File: src/design/sclk_map.vh
// constants for the system clock select and prescale block
// assumes an 8-bit register port with byte addresses
`ifndef SCLK_MAP_VH
`define SCLK_MAP_VH

// register address of clock_control
`define SCLK_ADDR_CLOCK_CONTROL 8'hD8

// field positions inside clock_control
`define SCLK_BIT_SLOW_TYPE 7
`define SCLK_BIT_FAST_TYPE 6
`define SCLK_BIT_SLOW_RC_HALT 5
`define SCLK_BIT_PERIPH_HALT 4
`define SCLK_BIT_FAST_HALT 3
`define SCLK_BIT_SRC_FAST 2
`define SCLK_DIV_MSB 1
`define SCLK_DIV_LSB 0

// reset values
`define SCLK_RST_CLOCK_CONTROL 8'h23
`define SCLK_RST_DIV 2'h3

// divider codes
`define SCLK_DIV_BY16 2'h0
`define SCLK_DIV_BY4 2'h1
`define SCLK_DIV_BY2 2'h2
`define SCLK_DIV_BY1 2'h3

// source half-period events per output half-period, minus one
`define SCLK_HALF_BY16 4'hF
`define SCLK_HALF_BY4 4'h3
`define SCLK_HALF_BY2 4'h1
`define SCLK_HALF_BY1 4'h0

`endif

File: src/design/sclk_clkgen.v
// glitch-free source switch and prescaler for the system clock
// assumes one-cycle edge events from both oscillators, already synchronised
`timescale 1ns/1ps
`include "sclk_map.vh"

module sclk_clkgen (
    // clock, reset, enable
    input wire i_clk,
    input wire i_rst_b,
    input wire i_ce,
    // source edge events (either edge of the oscillator)
    input wire i_slow_evt,
    input wire i_fast_evt,
    // requested settings from the register
    input wire i_sel_fast,
    input wire [1:0] i_div,
    // generated clock and the settings now in force
    output reg o_sys_clk,
    output reg o_cur_fast,
    output reg [1:0] o_cur_div
);

    reg [3:0] cnt; // source half-period events seen in this output phase
    reg skip; // first edge of a newly chosen source is not counted
    wire evt; // edge of the source now in force
    wire [3:0] limit; // terminal count for the divide now in force

    // half-period length per divide code
    function [3:0] sclk_half_limit;
        input [1:0] code;
        begin
            case (code)
                `SCLK_DIV_BY16: sclk_half_limit = `SCLK_HALF_BY16;
                `SCLK_DIV_BY4: sclk_half_limit = `SCLK_HALF_BY4;
                `SCLK_DIV_BY2: sclk_half_limit = `SCLK_HALF_BY2;
                default: sclk_half_limit = `SCLK_HALF_BY1;
            endcase
        end
    endfunction

    assign evt = o_cur_fast ? i_fast_evt : i_slow_evt;
    assign limit = sclk_half_limit(o_cur_div);

    // each phase lasts limit+1 source half periods; new settings are only taken
    // as the output falls, so the low phase that follows is a full one of the
    // new setting and no high or low pulse is ever cut short
    // the worst wait is one div-16 period, i.e. 16 source cycles
    always @(posedge i_clk or negedge i_rst_b) begin
        if (!i_rst_b) begin
            cnt <= 4'h0;
            skip <= 1'b0;
            o_sys_clk <= 1'b0;
            o_cur_fast <= 1'b0;
            o_cur_div <= `SCLK_RST_DIV;
        end else if (i_ce && evt) begin
            if (skip) begin
                // a new source's phase is unrelated to the switch point, so its first
                // edge may come at once; dropping it keeps the low phase whole
                skip <= 1'b0;
            end else if (cnt == limit) begin
                cnt <= 4'h0;
                o_sys_clk <= ~o_sys_clk;
                if (o_sys_clk) begin
                    // falling edge: safe point to change source and ratio
                    o_cur_fast <= i_sel_fast;
                    o_cur_div <= i_div;
                    skip <= (i_sel_fast != o_cur_fast);
                end
            end else begin
                cnt <= cnt + 4'h1;
            end
        end
    end

endmodule

File: src/design/sclk_ctrl.v
// system clock control: clock_control register, oscillator gating and
// the generated system clock
// assumes oscillator outputs arrive asynchronously on pins and are sampled at
// 40 MHz, and that the core reports idle and power-down as same-clock levels
`timescale 1ns/1ps
`include "sclk_map.vh"

// Notes on behaviour
// - slow type: rc or crystal, fast mode only
// - fast type: rc or crystal, slow mode only
// - slow rc halts in power-down; resets high
// - peripheral clock gated off during idle
// - fast halt in slow mode (idle has no effect); slow mode only
// - source select, reset slow; needs fast running
// - divider 16/4/2/1, reset undivided
// - new divider active within 16 source cycles
module sclk_ctrl (
    // clock, reset, enable
    input wire i_clk,
    input wire i_rst_b,
    input wire i_ce,
    // register port
    input wire [7:0] i_addr,
    input wire [7:0] i_wdata,
    input wire i_wr,
    input wire i_rd,
    output reg [7:0] o_rdata,
    // core power state
    input wire i_idle,
    input wire i_power_down_state,
    // oscillator outputs (asynchronous)
    input wire i_internal_slow_rc,
    input wire i_external_slow_crystal,
    input wire i_internal_fast_rc,
    input wire i_external_fast_crystal,
    // oscillator enables
    output reg o_internal_slow_rc_en,
    output reg o_external_slow_crystal_en,
    output reg o_internal_fast_rc_en,
    output reg o_external_fast_crystal_en,
    output reg o_fast_gain_high,
    // crystal_pin_a and crystal_pin_b given over to a crystal
    output reg o_crystal_pins_en,
    // clocks out
    output wire o_sys_clk,
    output reg o_periph_clk_en,
    output reg o_sys_is_fast
);

    // clock_control fields
    reg slow_source_type; // 0 internal rc, 1 crystal
    reg fast_source_type; // 0 internal rc, 1 crystal
    reg slow_rc_halt_in_powerdown;
    reg peripheral_clock_halt_idle;
    reg fast_oscillator_halt;
    reg system_source_is_fast;
    reg [1:0] system_clock_divider;

    // next values of the guarded bits
    reg next_slow_type;
    reg next_fast_type;
    reg next_fast_halt;
    reg next_src_fast;

    // synchronisers: three stages per oscillator
    reg [2:0] sync_srt; // slow rc
    reg [2:0] sync_sxt; // slow crystal
    reg [2:0] sync_frt; // fast rc
    reg [2:0] sync_fxt; // fast crystal
    reg slow_lvl; // agreed level of the chosen slow source
    reg fast_lvl; // agreed level of the chosen fast source

    wire wr_hit; // write to clock_control
    wire rd_hit; // read of clock_control
    wire [7:0] reg_value; // assembled register image
    wire slow_s2; // stage two of the chosen slow source
    wire slow_s3; // stage three of the chosen slow source
    wire fast_s2;
    wire fast_s3;
    wire slow_evt; // agreed change of the slow source
    wire fast_evt; // agreed change of the fast source
    wire cur_fast; // source actually driving the system clock
    localparam [7:0] RST_IMAGE = `SCLK_RST_CLOCK_CONTROL; // clock_control after reset

    assign wr_hit = i_wr && (i_addr == `SCLK_ADDR_CLOCK_CONTROL);
    assign rd_hit = i_rd && (i_addr == `SCLK_ADDR_CLOCK_CONTROL);

    assign reg_value = {slow_source_type, fast_source_type, slow_rc_halt_in_powerdown,
                        peripheral_clock_halt_idle, fast_oscillator_halt,
                        system_source_is_fast, system_clock_divider};

    // guarded bits: a write outside the allowed mode is dropped silently
    always @* begin
        next_slow_type = slow_source_type;
        next_fast_type = fast_source_type;
        next_fast_halt = fast_oscillator_halt;
        next_src_fast = system_source_is_fast;
        if (wr_hit) begin
            // slow type only while the fast clock is selected and in force
            if (system_source_is_fast && cur_fast) begin
                next_slow_type = i_wdata[`SCLK_BIT_SLOW_TYPE];
            end
            // fast type and fast halt only in slow mode, selected and in force;
            // a type change under a pending switch could cut a pulse
            if (!system_source_is_fast && !cur_fast) begin
                next_fast_type = i_wdata[`SCLK_BIT_FAST_TYPE];
                next_fast_halt = i_wdata[`SCLK_BIT_FAST_HALT];
            end
            // source select only while the fast oscillator may run
            if (!fast_oscillator_halt) begin
                next_src_fast = i_wdata[`SCLK_BIT_SRC_FAST];
            end
        end
    end

    // register file; the guards look at the old value, so one write cannot
    // both unlock and change a bit
    always @(posedge i_clk or negedge i_rst_b) begin
        if (!i_rst_b) begin
            slow_source_type <= RST_IMAGE[`SCLK_BIT_SLOW_TYPE];
            fast_source_type <= RST_IMAGE[`SCLK_BIT_FAST_TYPE];
            slow_rc_halt_in_powerdown <= RST_IMAGE[`SCLK_BIT_SLOW_RC_HALT];
            peripheral_clock_halt_idle <= RST_IMAGE[`SCLK_BIT_PERIPH_HALT];
            fast_oscillator_halt <= RST_IMAGE[`SCLK_BIT_FAST_HALT];
            system_source_is_fast <= RST_IMAGE[`SCLK_BIT_SRC_FAST];
            system_clock_divider <= RST_IMAGE[`SCLK_DIV_MSB:`SCLK_DIV_LSB];
        end else if (i_ce) begin
            slow_source_type <= next_slow_type;
            fast_source_type <= next_fast_type;
            fast_oscillator_halt <= next_fast_halt;
            system_source_is_fast <= next_src_fast;
            if (wr_hit) begin
                // unguarded fields
                slow_rc_halt_in_powerdown <= i_wdata[`SCLK_BIT_SLOW_RC_HALT];
                peripheral_clock_halt_idle <= i_wdata[`SCLK_BIT_PERIPH_HALT];
                system_clock_divider <= i_wdata[`SCLK_DIV_MSB:`SCLK_DIV_LSB];
            end
        end
    end

    // read data stand only in the cycle after the strobe; unmapped reads zero
    always @(posedge i_clk or negedge i_rst_b) begin
        if (!i_rst_b) begin
            o_rdata <= 8'h00;
        end else if (i_ce) begin
            o_rdata <= rd_hit ? reg_value : 8'h00;
        end
    end

    // oscillator samplers; stage one feeds stage two only
    always @(posedge i_clk or negedge i_rst_b) begin
        if (!i_rst_b) begin
            sync_srt <= 3'h0;
            sync_sxt <= 3'h0;
            sync_frt <= 3'h0;
            sync_fxt <= 3'h0;
        end else if (i_ce) begin
            sync_srt <= {sync_srt[1:0], i_internal_slow_rc};
            sync_sxt <= {sync_sxt[1:0], i_external_slow_crystal};
            sync_frt <= {sync_frt[1:0], i_internal_fast_rc};
            sync_fxt <= {sync_fxt[1:0], i_external_fast_crystal};
        end
    end

    // pick the oscillator by its type bit
    assign slow_s2 = slow_source_type ? sync_sxt[1] : sync_srt[1];
    assign slow_s3 = slow_source_type ? sync_sxt[2] : sync_srt[2];
    assign fast_s2 = fast_source_type ? sync_fxt[1] : sync_frt[1];
    assign fast_s3 = fast_source_type ? sync_fxt[2] : sync_frt[2];

    // a change counts once stages two and three agree on a new level
    assign slow_evt = (slow_s2 == slow_s3) && (slow_s3 != slow_lvl);
    assign fast_evt = (fast_s2 == fast_s3) && (fast_s3 != fast_lvl);

    always @(posedge i_clk or negedge i_rst_b) begin
        if (!i_rst_b) begin
            slow_lvl <= 1'b0;
            fast_lvl <= 1'b0;
        end else if (i_ce) begin
            if (slow_evt) begin
                slow_lvl <= slow_s3;
            end
            if (fast_evt) begin
                fast_lvl <= fast_s3;
            end
        end
    end

    // prescaler and glitch-free switch
    sclk_clkgen u_clkgen (
        .i_clk(i_clk),
        .i_rst_b(i_rst_b),
        .i_ce(i_ce),
        .i_slow_evt(slow_evt),
        .i_fast_evt(fast_evt),
        .i_sel_fast(system_source_is_fast),
        .i_div(system_clock_divider),
        .o_sys_clk(o_sys_clk),
        .o_cur_fast(cur_fast),
        .o_cur_div()
    );

    // oscillator gating; the fast oscillator is kept running until the switch
    // has really left it, otherwise the switch would wait for an edge forever
    always @(posedge i_clk or negedge i_rst_b) begin
        if (!i_rst_b) begin
            o_internal_slow_rc_en <= 1'b1;
            o_external_slow_crystal_en <= 1'b0;
            o_internal_fast_rc_en <= 1'b1;
            o_external_fast_crystal_en <= 1'b0;
            o_fast_gain_high <= 1'b0;
            o_crystal_pins_en <= 1'b0;
            o_periph_clk_en <= 1'b1;
            o_sys_is_fast <= 1'b0;
        end else if (i_ce) begin
            // slow rc stops in power-down when asked
            o_internal_slow_rc_en <= !slow_source_type &&
                                     !(slow_rc_halt_in_powerdown && i_power_down_state);
            o_external_slow_crystal_en <= slow_source_type;
            // fast source stops in slow operation when asked; idle does not stop it
            o_internal_fast_rc_en <= !fast_source_type && !(fast_oscillator_halt && !cur_fast);
            o_external_fast_crystal_en <= fast_source_type && !(fast_oscillator_halt && !cur_fast);
            o_fast_gain_high <= fast_source_type;
            o_crystal_pins_en <= slow_source_type || fast_source_type;
            // peripheral clock off in idle when asked
            o_periph_clk_en <= !(peripheral_clock_halt_idle && i_idle);
            o_sys_is_fast <= cur_fast;
        end
    end

endmodule

File: config.mk
export PLATFORM = sky130hd
export DESIGN_NAME = sclk_ctrl
export DESIGN_NICKNAME = d
export VERILOG_FILES = /design/src/design/sclk_clkgen.v /design/src/design/sclk_ctrl.v
export VERILOG_INCLUDE_DIRS = /design/src /design/src/design
export SDC_FILE = /design/constraint.sdc
export NUM_CORES = 1
export LEC_CHECK = 0
export BUFFER_PORTS_ARGS = -buffer_cell sky130_fd_sc_hd__buf_2
export CAP_MARGIN = 10
export CORE_MARGIN = 2
export CORE_UTILIZATION = 54
export DETAILED_ROUTE_END_ITERATION = 8
export PLACE_DENSITY = 0.87
export SLEW_MARGIN = 5
export SYNTH_ARGS = -nofsm -noshare
export SYNTH_HDL_FRONTEND = slang
export SYNTH_HIERARCHICAL = 1
export SYNTH_SLANG_ARGS = --single-unit
File: constraint.sdc
create_clock -name i_clk -period 3.1 [get_ports i_clk]
set_clock_uncertainty 0.1 [all_clocks]
set_input_delay 0.155 -clock i_clk [delete_from_list [all_inputs] [get_ports i_clk]]
set_output_delay 0.155 -clock i_clk [all_outputs]
set_load 0.01 [all_outputs]
==> metrics.yaml, run 1 <==
run_status:
  status: "complete, no violations"
route:
  via_per_inst: 5.52
  topRoutingLayerUsed: "met4"
  wl_per_cell_microns: 15.2
  route.vias.total: 1523
  drt_iter0_markers: 151
  firstDrtPassIters: 4
  dr_wl_met3_microns: 238
  wl_met2_microns: 1980
  drc_errors: 0
  met1Wirelength_microns: 1920
  wirelength_microns: 4190
  final_antenna_net_count: 0
timing:
  setup_tns_ps: 0
  timing.hold.ws_ps: 12.2
  hold_viol: 0
  slew_headroom_pct: 32.3
  max_freq_ghz: 0.412
  min_period_over_period_pct: 78.2
  worst_pin_slew_ps: 1020
  finalMaxSlewViolations: 0
  rsz0062_at_grt: "no"
  fin_crit_ps: 2420
  finalSetupViolCount: 0
worst_setup_path:
  reg2reg_from: "fast_source_type"
  worstSetupStartpoint: "fast_source_type"
  cp_max_fo: 9
  arrival_ps: 2500
  crit_required_ps: 3170
  rr_endpoint: "u_clkgen/o_cur_fast"
  worst-setup-path-type: "reg -> reg"
  ff2ff_path_depth: 7
  rrSetupSlack_ps: 680
  start_kind: "flip-flop"
  end_kind: "flip-flop"
power_and_ir_drop:
  power_density_nw_per_um2: 509
  p_leak_nw: 1.21
  peakVddDrop_mv: 0.379
layout:
  syn_to_final_growth_pct: 21.2
  fin_util_pct: 69.8
  antenna_cells: 0
  drive_above_1_share_pct: 40.4
  nets: 255
hold_path:
  hold_depth: 2
  whs_endpoint: "fast_source_type"
  min_path_type: "in -> reg"
  min_from: "i_wdata[6]"
die:
  dieArea_sq_um: 4510
  core-area_sq_um: 3740
  num_rows: 22
  pin_count: 44
  die_w_microns: 67.2
  die_h_microns: 67.2
  initial_core_util_pct: 57.6
global_routing:
  antenna_found_initial: 0
  grt_pass1_vias: 1493
  overflow: 0
  grt_pass1_wl_microns: 6930
  grt_util_all_layers_pct: 21.0
  grt_max_degree: 48
run:
  drv_cap: 0
placed_design:
  hpwl_microns: 2980
  globalplace.congestion: 0.814
  io_buffers: 43
yosys:
  synth_seq_cells: 47
  yosysUniqueCellTypes: 42
  syn_inst: 169
  netlist.area_leader.share_pct: 45.3
  avgSynthCellArea_sq_um: 12.8
  synthArstFlopShare_pct: 100
  synth_edf_count: 0
  synthFlopType: "dfrtp_1"
  ys_seq_area_share_pct: 55.0
  synth.top_cells.by_count: "39 x dfrtp_1, 26 x mux2_2, 16 x inv_1, 9 x o2bb2ai_1, 8 x dfstp_2"
  synth.largest_area_cell: "dfrtp_1"
  synth_fp_nets: 197
  synth_area_sq_um: 2160
  synth_most_common_cell: "dfrtp_1"
  yosysWarnings: 6
  synth_area_leaders: "dfrtp_1 45%, mux2_2 14%, dfstp_2 9.8%"
cts:
  clkTransAtPathRegs_ps: 80
  cts_tree: "done"
  post_cts_resized: 0
  h-tree-depth: 2
  cts_root_buf: "clkbuf_8"
  numCtsBuffers: 5
  cts_buffer_depth: 2
  cts_setup_buffers: 0
  clock_latency_ps: 290
  cts_sinks: 47
power breakdown:
group	leakage, nW	internal (mW)	total [mW]	switching [mW]
sequential	0.580	0.684	0.749	0.0648
combinational	0.589	0.119	0.239	0.120
clock	0.0422	0.158	0.343	0.185
total	1.21	0.961	1.33	0.369
worst max-delay path by stage:
stage	endpoint	slack, ps	depth (start not counted)
after floorplan	u_clkgen/o_cur_fast	920	7
after global placement	u_clkgen/o_cur_fast	800	7
after detailed placement	u_clkgen/o_cur_fast	700	7
after CTS	u_clkgen/o_cur_fast	680	7
after global routing	u_clkgen/o_cur_fast	530	7
final	u_clkgen/o_cur_fast	680	7
area by class of cell:
cell class                      count  area [sq um]
Fill cell                         280          1130
Clock inverter                      1          5.00
Sequential cell                    47          1190
Clock buffer                        7          76.3
Timing Repair Buffer               55           335
Inverter                           16          60.1
Tap cell                           48          60.1
Multi-Input combinational cell    102           890
critical path, cell delays in order, from the launching register on:
cell and delay (ps):
dfrtp_1 450, mux2_2 390, nor2_1 120, a21o_1 120, mux2_2 160, nand3b_2 190, a311oi_4 430, mux2_1 350
routing by layer:
metal  vias to the layer above  GRT usage [%]
met1                       745           27.4
met3                         7           4.33
li1                        724              -
met5                         -              0
met2                        47           35.0
met4                         0           6.89
what timing repair did:
action                                 4_1_cts  5_1_grt
hold buffers                                10        2
endpoints found under the hold margin       48        2
setup endpoints to repair                    0        0
cell usage in the layout (no fill, tap or decap), types with 2 or more instances in the layout:
master,count
buf_2,43
dfrtp_1,39
mux2_2,26
inv_1,16
dlygate4sd3_1,12
o2bb2ai_1,9
dfstp_2,8
nor2_1,7
o21ai_0,7
nand2_1,6
clkbuf_8,5
nor3b_1,3
nand4_1,3
a21oi_1,3
a31oi_1,3
mux2_1,3
mux2i_1,2
a21o_1,2
and4bb_2,2
nand3_1,2
nor4_1,2
clkbuf_1,2
xor2_1,2
through the flow:
stage          instances  setup slack [ps]  power [mW]  instance area [sq um]
5_1_grt              276               531        1.41                   2610
3_3_place_gp         256               798       0.968                   2410
6_report             276               675        1.33                   2610
3_5_place_dp         256               702       0.984                   2410
2_1_floorplan        169               917       0.901                   2160
4_1_cts              274               684        1.34                   2590
cell families (layout without fill, tap and decap cells):
group	after synthesis	after routing	synth area share [%]
DFF	47	47	55.0
buffers and inverters	20	79	3.71
xor gates and xnor gates	3	3	1.22
muxes	31	31	16.1
and+or+nand+nor	37	37	12.8
AOI/OAI and AO/OA	30	30	10.6
adders and majority gates	1	1	0.580
sequential cells by signal, indices dropped and copies added, names as in the netlist, 2 cells and up:
| register | flops |
|---|---|
| sync_srt | 3 |
| sync_frt | 3 |
| sync_fxt | 3 |
| u_clkgen/o_cur_div | 2 |
| system_clock_divider | 2 |
| sync_sxt | 3 |
| o_rdata | 8 |
| u_clkgen/cnt | 4 |
Power figures use the tool's default switching activity.
==> run 2: changes to the inputs <==
- clock period: 3.1 -> 2.35 ns (I/O delays scaled with it)
==> run 2 against run 1 <==
Compared with the run above:
- sequential power is 32% higher
- setup slack lost 550 ps
- critical path depth did not move
- largest power group unchanged
==> metrics.yaml, run 2 (same netlist as run 1, synthesis figures left out) <==
layout:
  largest_reg_flops: 8  # unchanged
  multiInputGateArea_sq_um: 890  # unchanged
  drive_above_1_share_pct: 41.7  # +1.4 points
  final_area_sq_um: 2700  # +3.3%
  regMostFlops: "o_rdata"
  most-common-layout-cells: "43 x buf_2, 39 x dfrtp_1, 26 x mux2_2, 16 x inv_1, 14 x dlygate4sd3_1"
  nFillCells: 264  # -5.7%
  fin_util_pct: 72.1  # +2.3 points
  final-seq-area_sq_um: 1190  # unchanged
  reg_top3: "o_rdata: 8 flops, u_clkgen/cnt: 4 flops"
  final_common_cell: "buf_2"
  syn_to_final_growth_pct: 25.2
  antenna_cells: 0  # unchanged
  nets: 262  # +2.7%
placed_design:
  globalplace.congestion: 0.765  # -5.9%
  hpwl_microns: 3100  # +4.0%
  io_buffers: 43  # unchanged
  place_area_sq_um: 2440  # +1.2%
global_routing:
  overflow: 0  # unchanged
  antenna_found_initial: 0  # unchanged
  grt_util_all_layers_pct: 23.0  # +2.0 points
  grt_max_degree: 46  # -4.2%
  grt_pass1_wl_microns: 7470  # +7.9%
  grt_pass1_vias: 1609  # +7.8%
die:
  num_rows: 22  # unchanged
  die_h_microns: 67.2  # unchanged
  die_w_microns: 67.2  # unchanged
  dieArea_sq_um: 4510  # unchanged
  initial_core_util_pct: 57.6  # unchanged
  pin_count: 44  # unchanged
  core-area_sq_um: 3740  # unchanged
cts:
  clock_latency_ps: 310  # +20 ps
  clkTransAtPathRegs_ps: 90  # about the same
  cts_sinks: 47  # unchanged
  cts_root_buf: "clkbuf_8"
  numCtsBuffers: 5  # unchanged
  cts_buffer_depth: 2  # unchanged
  h-tree-depth: 2  # unchanged
  cts_tree: "done"
  post_cts_resized: 0  # unchanged
timing:
  max_freq_ghz: 0.450  # +9.1%
  hold_viol: 0  # unchanged
  worst_pin_slew_ps: 979  # -37.2 ps
  min_period_over_period_pct: 94.6  # +16 points
  setup_tns_ps: 0  # unchanged
  finalSetupViolCount: 0  # unchanged
  timing.hold.ws_ps: 88.0  # +75.8 ps
  slew_headroom_pct: 34.7  # +2.5 points
  finalMaxSlewViolations: 0  # unchanged
  fin_crit_ps: 2220  # -203 ps
worst_setup_path:
  ff2ff_path_depth: 7  # unchanged
  cp_max_fo: 6  # -3
  crit_required_ps: 2450  # -720 ps
  end_kind: "flip-flop"
  arrival_ps: 2320  # -180 ps
  worst-setup-path-type: "reg -> reg"
  start_kind: "flip-flop"
run:
  drv_cap: 0  # unchanged
hold_path:
  hold_depth: 3  # +1
  min_path_type: "in -> reg"
route:
  via_per_inst: 5.64  # +2.2%
  route.vias.total: 1596  # +4.8%
  drt_iter0_markers: 123  # -19%
  firstDrtPassIters: 4  # unchanged
  drc_errors: 0  # unchanged
  final_antenna_net_count: 0  # unchanged
  wl_per_cell_microns: 15.9  # +4.7%
  wirelength_microns: 4500  # +7.3%
power_and_ir_drop:
  peakVddDrop_mv: 0.477  # +26%
  p_leak_nw: 1.25  # +3.4%
  pwr-share-comb_pct: 16.9  # -1.0 points
  p_sw_uw: 518  # +40%
  sequentialPowerShare_pct: 51.9  # -4.4 points
  clkPwrFrac_pct: 31.2  # +5.4 points
  intPower_mw: 1.38  # +44%
  p_sw_share_pct: 27.3  # -0.51 points
  power_density_nw_per_um2: 705  # +38%
run_status:
  status: "complete, no violations"
run 2: final timing paths:
| kind | start | endpoint | slack [ps] |
|---|---|---|---|
| max in group asynchronous | i_rst_b | system_clock_divider[0] | 1050 |
| setup / recovery | slow_source_type | u_clkgen/o_cur_fast | 130 |
| min in group asynchronous | i_rst_b | o_fast_gain_high | 390 |
| setup reg to reg | slow_source_type | u_clkgen/o_cur_fast | 130 |
| hold reg to reg | peripheral_clock_halt_idle | o_periph_clk_en | 360 |
| hold / removal | i_power_down_state | o_internal_slow_rc_en | 90 |
run 2: critical path: stages (launching register included):
cell,delay [ps]
dfrtp_1,440
mux2_2,280
nor3b_1,230
a21o_1,130
mux2_2,170
nand3b_2,100
a311oi_4,310
mux2_1,350
run 2: power by group through the flow:
stage	combinational (mW)	clock, mW	sequential (mW)
final	0.322	0.593	0.988
after global routing	0.367	0.640	1.00
after CTS	0.324	0.601	0.987
after floorplan	0.205	0	0.983
after detailed placement	0.304	0	1.00
after global placement	0.292	0	0.995
run 2: stage by stage:
stage	std cells	worst slack [ps]	power [mW]
finish	283	128	1.90
global route	283	-2.47	2.01
CTS	282	2.51	1.91
detailed placement	260	40.5	1.31
global placement	260	169	1.29
floorplan	169	167	1.19
run 2: what timing repair did:
action                     in CTS  in global routing
buffers inserted                0                  1
setup endpoints to repair       0                  3
hold buffers                   14                  0
hold endpoints to repair       52                  0
run 2: layout make-up:
class	count	area share (%)
clock buffer	6	2.69
clock inverter	2	1.39
inverter	16	2.23
multi-input combinational	102	33.0
sequential	47	43.9
tap	48	2.23
timing repair buffer	62	14.6
run 2: per-layer routing:
layer / global-route usage, % / up-vias / part of all wire [%]
met2: 38.9 / 55 / 51
met4: 13.0 / 0 / 3.3
li1: - / 750 / -
met5: 0 / - / 0
met1: 27.2 / 774 / 41
met3: 4.67 / 17 / 5.0
==> run 3: changes to the inputs <==
- ABC_AREA: default -> 1
- CORE_UTILIZATION: 54 -> 55
==> run 3 against run 2 <==
Compared with the run above:
- first-iteration DRC count increased by 56%
- routed wire length is 6.0% higher
- design area increased by 6.1%
- flip-flop and latch count did not move
- critical path depth up 3
- core utilization down 1.5 points
- setup slack better by 270 ps
- critical path type unchanged
- largest power group unchanged
==> metrics.yaml, run 3 <==
layout:
  antenna_cells: 0  # unchanged
  largest_reg_flops: 8  # unchanged
  nets: 374  # +43%
  reg_top3: "o_rdata: 8 flops, u_clkgen/cnt: 4 flops"
  fin_cells: 397  # +40%
  most-common-layout-cells: "98 x nand2_1, 43 x buf_2, 39 x dfrtp_1, 35 x inv_1, 19 x o21ai_0"
  nFillCells: 319  # +21%
  final_common_cell: "nand2_1"
  regMostFlops: "o_rdata"
  syn_to_final_growth_pct: 21.4
  drive_above_1_share_pct: 24.8  # -17 points
worst_setup_path:
  reg2reg_from: "slow_source_type"
  cp_max_fo: 10  # +4
  start_kind: "flip-flop"
  crit_required_ps: 2500  # +50 ps
  cp_slowest_cell: "dfrtp_1"
  worstSetupStartpoint: "slow_source_type"
  rr_endpoint: "u_clkgen/o_cur_div[0]"
  crit_path_frequent_cell: "nand2_1"
  critPathMaxStageDelay_ps: 450  # about the same
  arrival_ps: 2100  # -220 ps
  path_cells: "o21ai_0 -> nand2_1 -> nand2_1 -> o21ai_1 -> inv_1 -> nor2_1 -> nand3b_4 -> nor2_4 -> nand4_1 -> nand2_1"
  ff2ff_path_depth: 10  # +3
  worst-setup-path-type: "reg -> reg"
  end_kind: "flip-flop"
  rrSetupSlack_ps: 400  # +270 ps
  critPathCapture: "u_clkgen/o_cur_div[0]"
global_routing:
  overflow: 0  # unchanged
  grt_pass1_wl_microns: 8360  # +12%
  grt_max_degree: 39  # -15%
  grt_pass1_vias: 1933  # +20%
  grt_util_all_layers_pct: 21.7  # -1.3 points
  antenna_found_initial: 0  # unchanged
yosys:
  synth.largest_area_cell: "dfrtp_1"
  synth_edf_count: 0  # unchanged
  syn_inst: 286  # +69%
  synthArstFlopShare_pct: 100  # unchanged
  ys_seq_area_share_pct: 50.3  # -4.8 points
  synth_seq_cells: 47  # unchanged
  synthFlopType: "dfrtp_1"
  synth_fp_nets: 314  # +59%
  yosysWarnings: 6  # unchanged
  netlist.area_leader.share_pct: 41.4  # -3.9 points
  avgSynthCellArea_sq_um: 8.25  # -35%
  synth_area_sq_um: 2360  # +9.5%
  synth.top_cells.by_count: "98 x nand2_1, 39 x dfrtp_1, 35 x inv_1, 19 x o21ai_0, 16 x nor2_1"
  synth_most_common_cell: "nand2_1"
  yosysUniqueCellTypes: 29  # -31%
  synth_area_leaders: "dfrtp_1 41%, nand2_1 16%, dfstp_2 8.9%"
cts:
  h-tree-depth: 2  # unchanged
  clock_latency_ps: 310  # about the same
  cts_sinks: 47  # unchanged
  clkTransAtPathRegs_ps: 90  # about the same
  cts_tree: "done"
  cts_root_buf: "clkbuf_8"
  cts_buffer_depth: 2  # unchanged
  cts_setup_buffers: 0  # unchanged
  numCtsBuffers: 5  # unchanged
route:
  wirelength_microns: 4770  # +6.0%
  via_per_inst: 5.11  # -9.3%
  drt_iter0_markers: 192  # +56%
  route.vias.total: 2030  # +27%
  drc_errors: 0  # unchanged
  final_antenna_net_count: 0  # unchanged
  wl_per_cell_microns: 12.0  # -24%
  firstDrtPassIters: 4  # unchanged
placed_design:
  dp_cells: 374  # +44%
  io_buffers: 43  # unchanged
  globalplace.congestion: 0.865  # +13%
  hpwl_microns: 3410  # +10%
die:
  initial_core_util_pct: 58.2  # +0.57 points
  num_rows: 23  # +4.5%
  pin_count: 44  # unchanged
  core-area_sq_um: 4060  # +8.4%
  dieArea_sq_um: 4830  # +7.0%
  die_w_microns: 69.5  # +3.4%
  die_h_microns: 69.5  # +3.4%
timing:
  slew_headroom_pct: 53.9  # +19 points
  worst_pin_slew_ps: 691  # -288 ps
  rsz0062_at_grt: "no"
  fin_crit_ps: 1950  # -268 ps
  hold_viol: 0  # unchanged
  max_freq_ghz: 0.512  # +14%
  timing.hold.ws_ps: 62.4  # -25.5 ps
  min_period_over_period_pct: 83.2  # -11 points
  setup_tns_ps: 0  # unchanged
  finalMaxSlewViolations: 0  # unchanged
  finalSetupViolCount: 0  # unchanged
run:
  drv_cap: 0  # unchanged
run_status:
  status: "complete, no violations"
power_and_ir_drop:
  peakVddDrop_mv: 0.390  # -18%
  p_leak_nw: 1.52  # +22%
  power_density_nw_per_um2: 673  # -4.5%
hold_path:
  min_path_type: "in -> async"
## run 3: worst min-delay path by stage
stage                        endpoint  slack (ps)
after floorplan              fast_lvl        -280
after global placement    sync_fxt[1]        -140
after detailed placement  sync_fxt[1]        -130
after CTS                  o_rdata[4]          60
after global routing       o_rdata[4]          70
final                     sync_fxt[1]          60
## run 3: final cells by class
type                    instances  area (sq um)  area share, %
clock buffers                   6          82.6           2.88
clock inverters                 2          35.0           1.22
repair buffers                 60           380           13.3
multi-input cells             195           976           34.1
well taps                      50          62.6           2.18
inverters                      37           141           4.94
flip-flops and latches         47          1190           41.4
## run 3: per-stage QoR
step                      utilization [%]  total power [mW]  setup WS, ps  cell area, sq um
after floorplan                         -              1.20           744              2360
after global placement               64.0              1.29           545              2600
after detailed placement             64.0              1.30           505              2600
after CTS                            70.6              1.93           422              2860
after global routing                 70.6              2.04           260              2860
final                                70.6              1.93           396              2860
## run 3: cell families (layout without fill, tap and decap cells)
family | Yosys count | count (layout) | share of synthesized area (%)
and+or+nand+nor | 151 | 151 | 30.2
DFF | 47 | 47 | 50.3
buffers and inverters | 44 | 105 | 8.38
AOI/OAI and AO/OA | 40 | 40 | 9.49
xor gates and xnor gates | 3 | 3 | 1.11
adders and majority gates | 1 | 1 | 0.530
## run 3: layer usage
metal	vias to the layer above	part of all wire (%)	routed length, microns	GRT usage (%)
met3	8	4.4	211	5.23
met5	-	0	0	0
met4	0	2.2	105	9.37
li1	1021	-	-	-
met2	56	48	2280	35.5
met1	945	45	2170	27.5
## run 3: where the power goes
part | switching, mW | internal, mW | leakage (nW)
logic | 0.210 | 0.143 | 0.873
clock network | 0.273 | 0.344 | 0.0612
registers | 0.0729 | 0.885 | 0.589
## run 3: worst max-delay path, delay by kind of cell (launching register included)
kind	cells	cell delay (ps)
AO/OA/AOI/OAI	2	410
buffers and inverters	1	50
flip-flops	1	450
AND/OR/NAND/NOR	7	880
## run 3: what timing repair did
item                      in CTS  in global routing
hold endpoints to repair      54                  0
resized for setup              0                  0
hold buffers                  15                  0
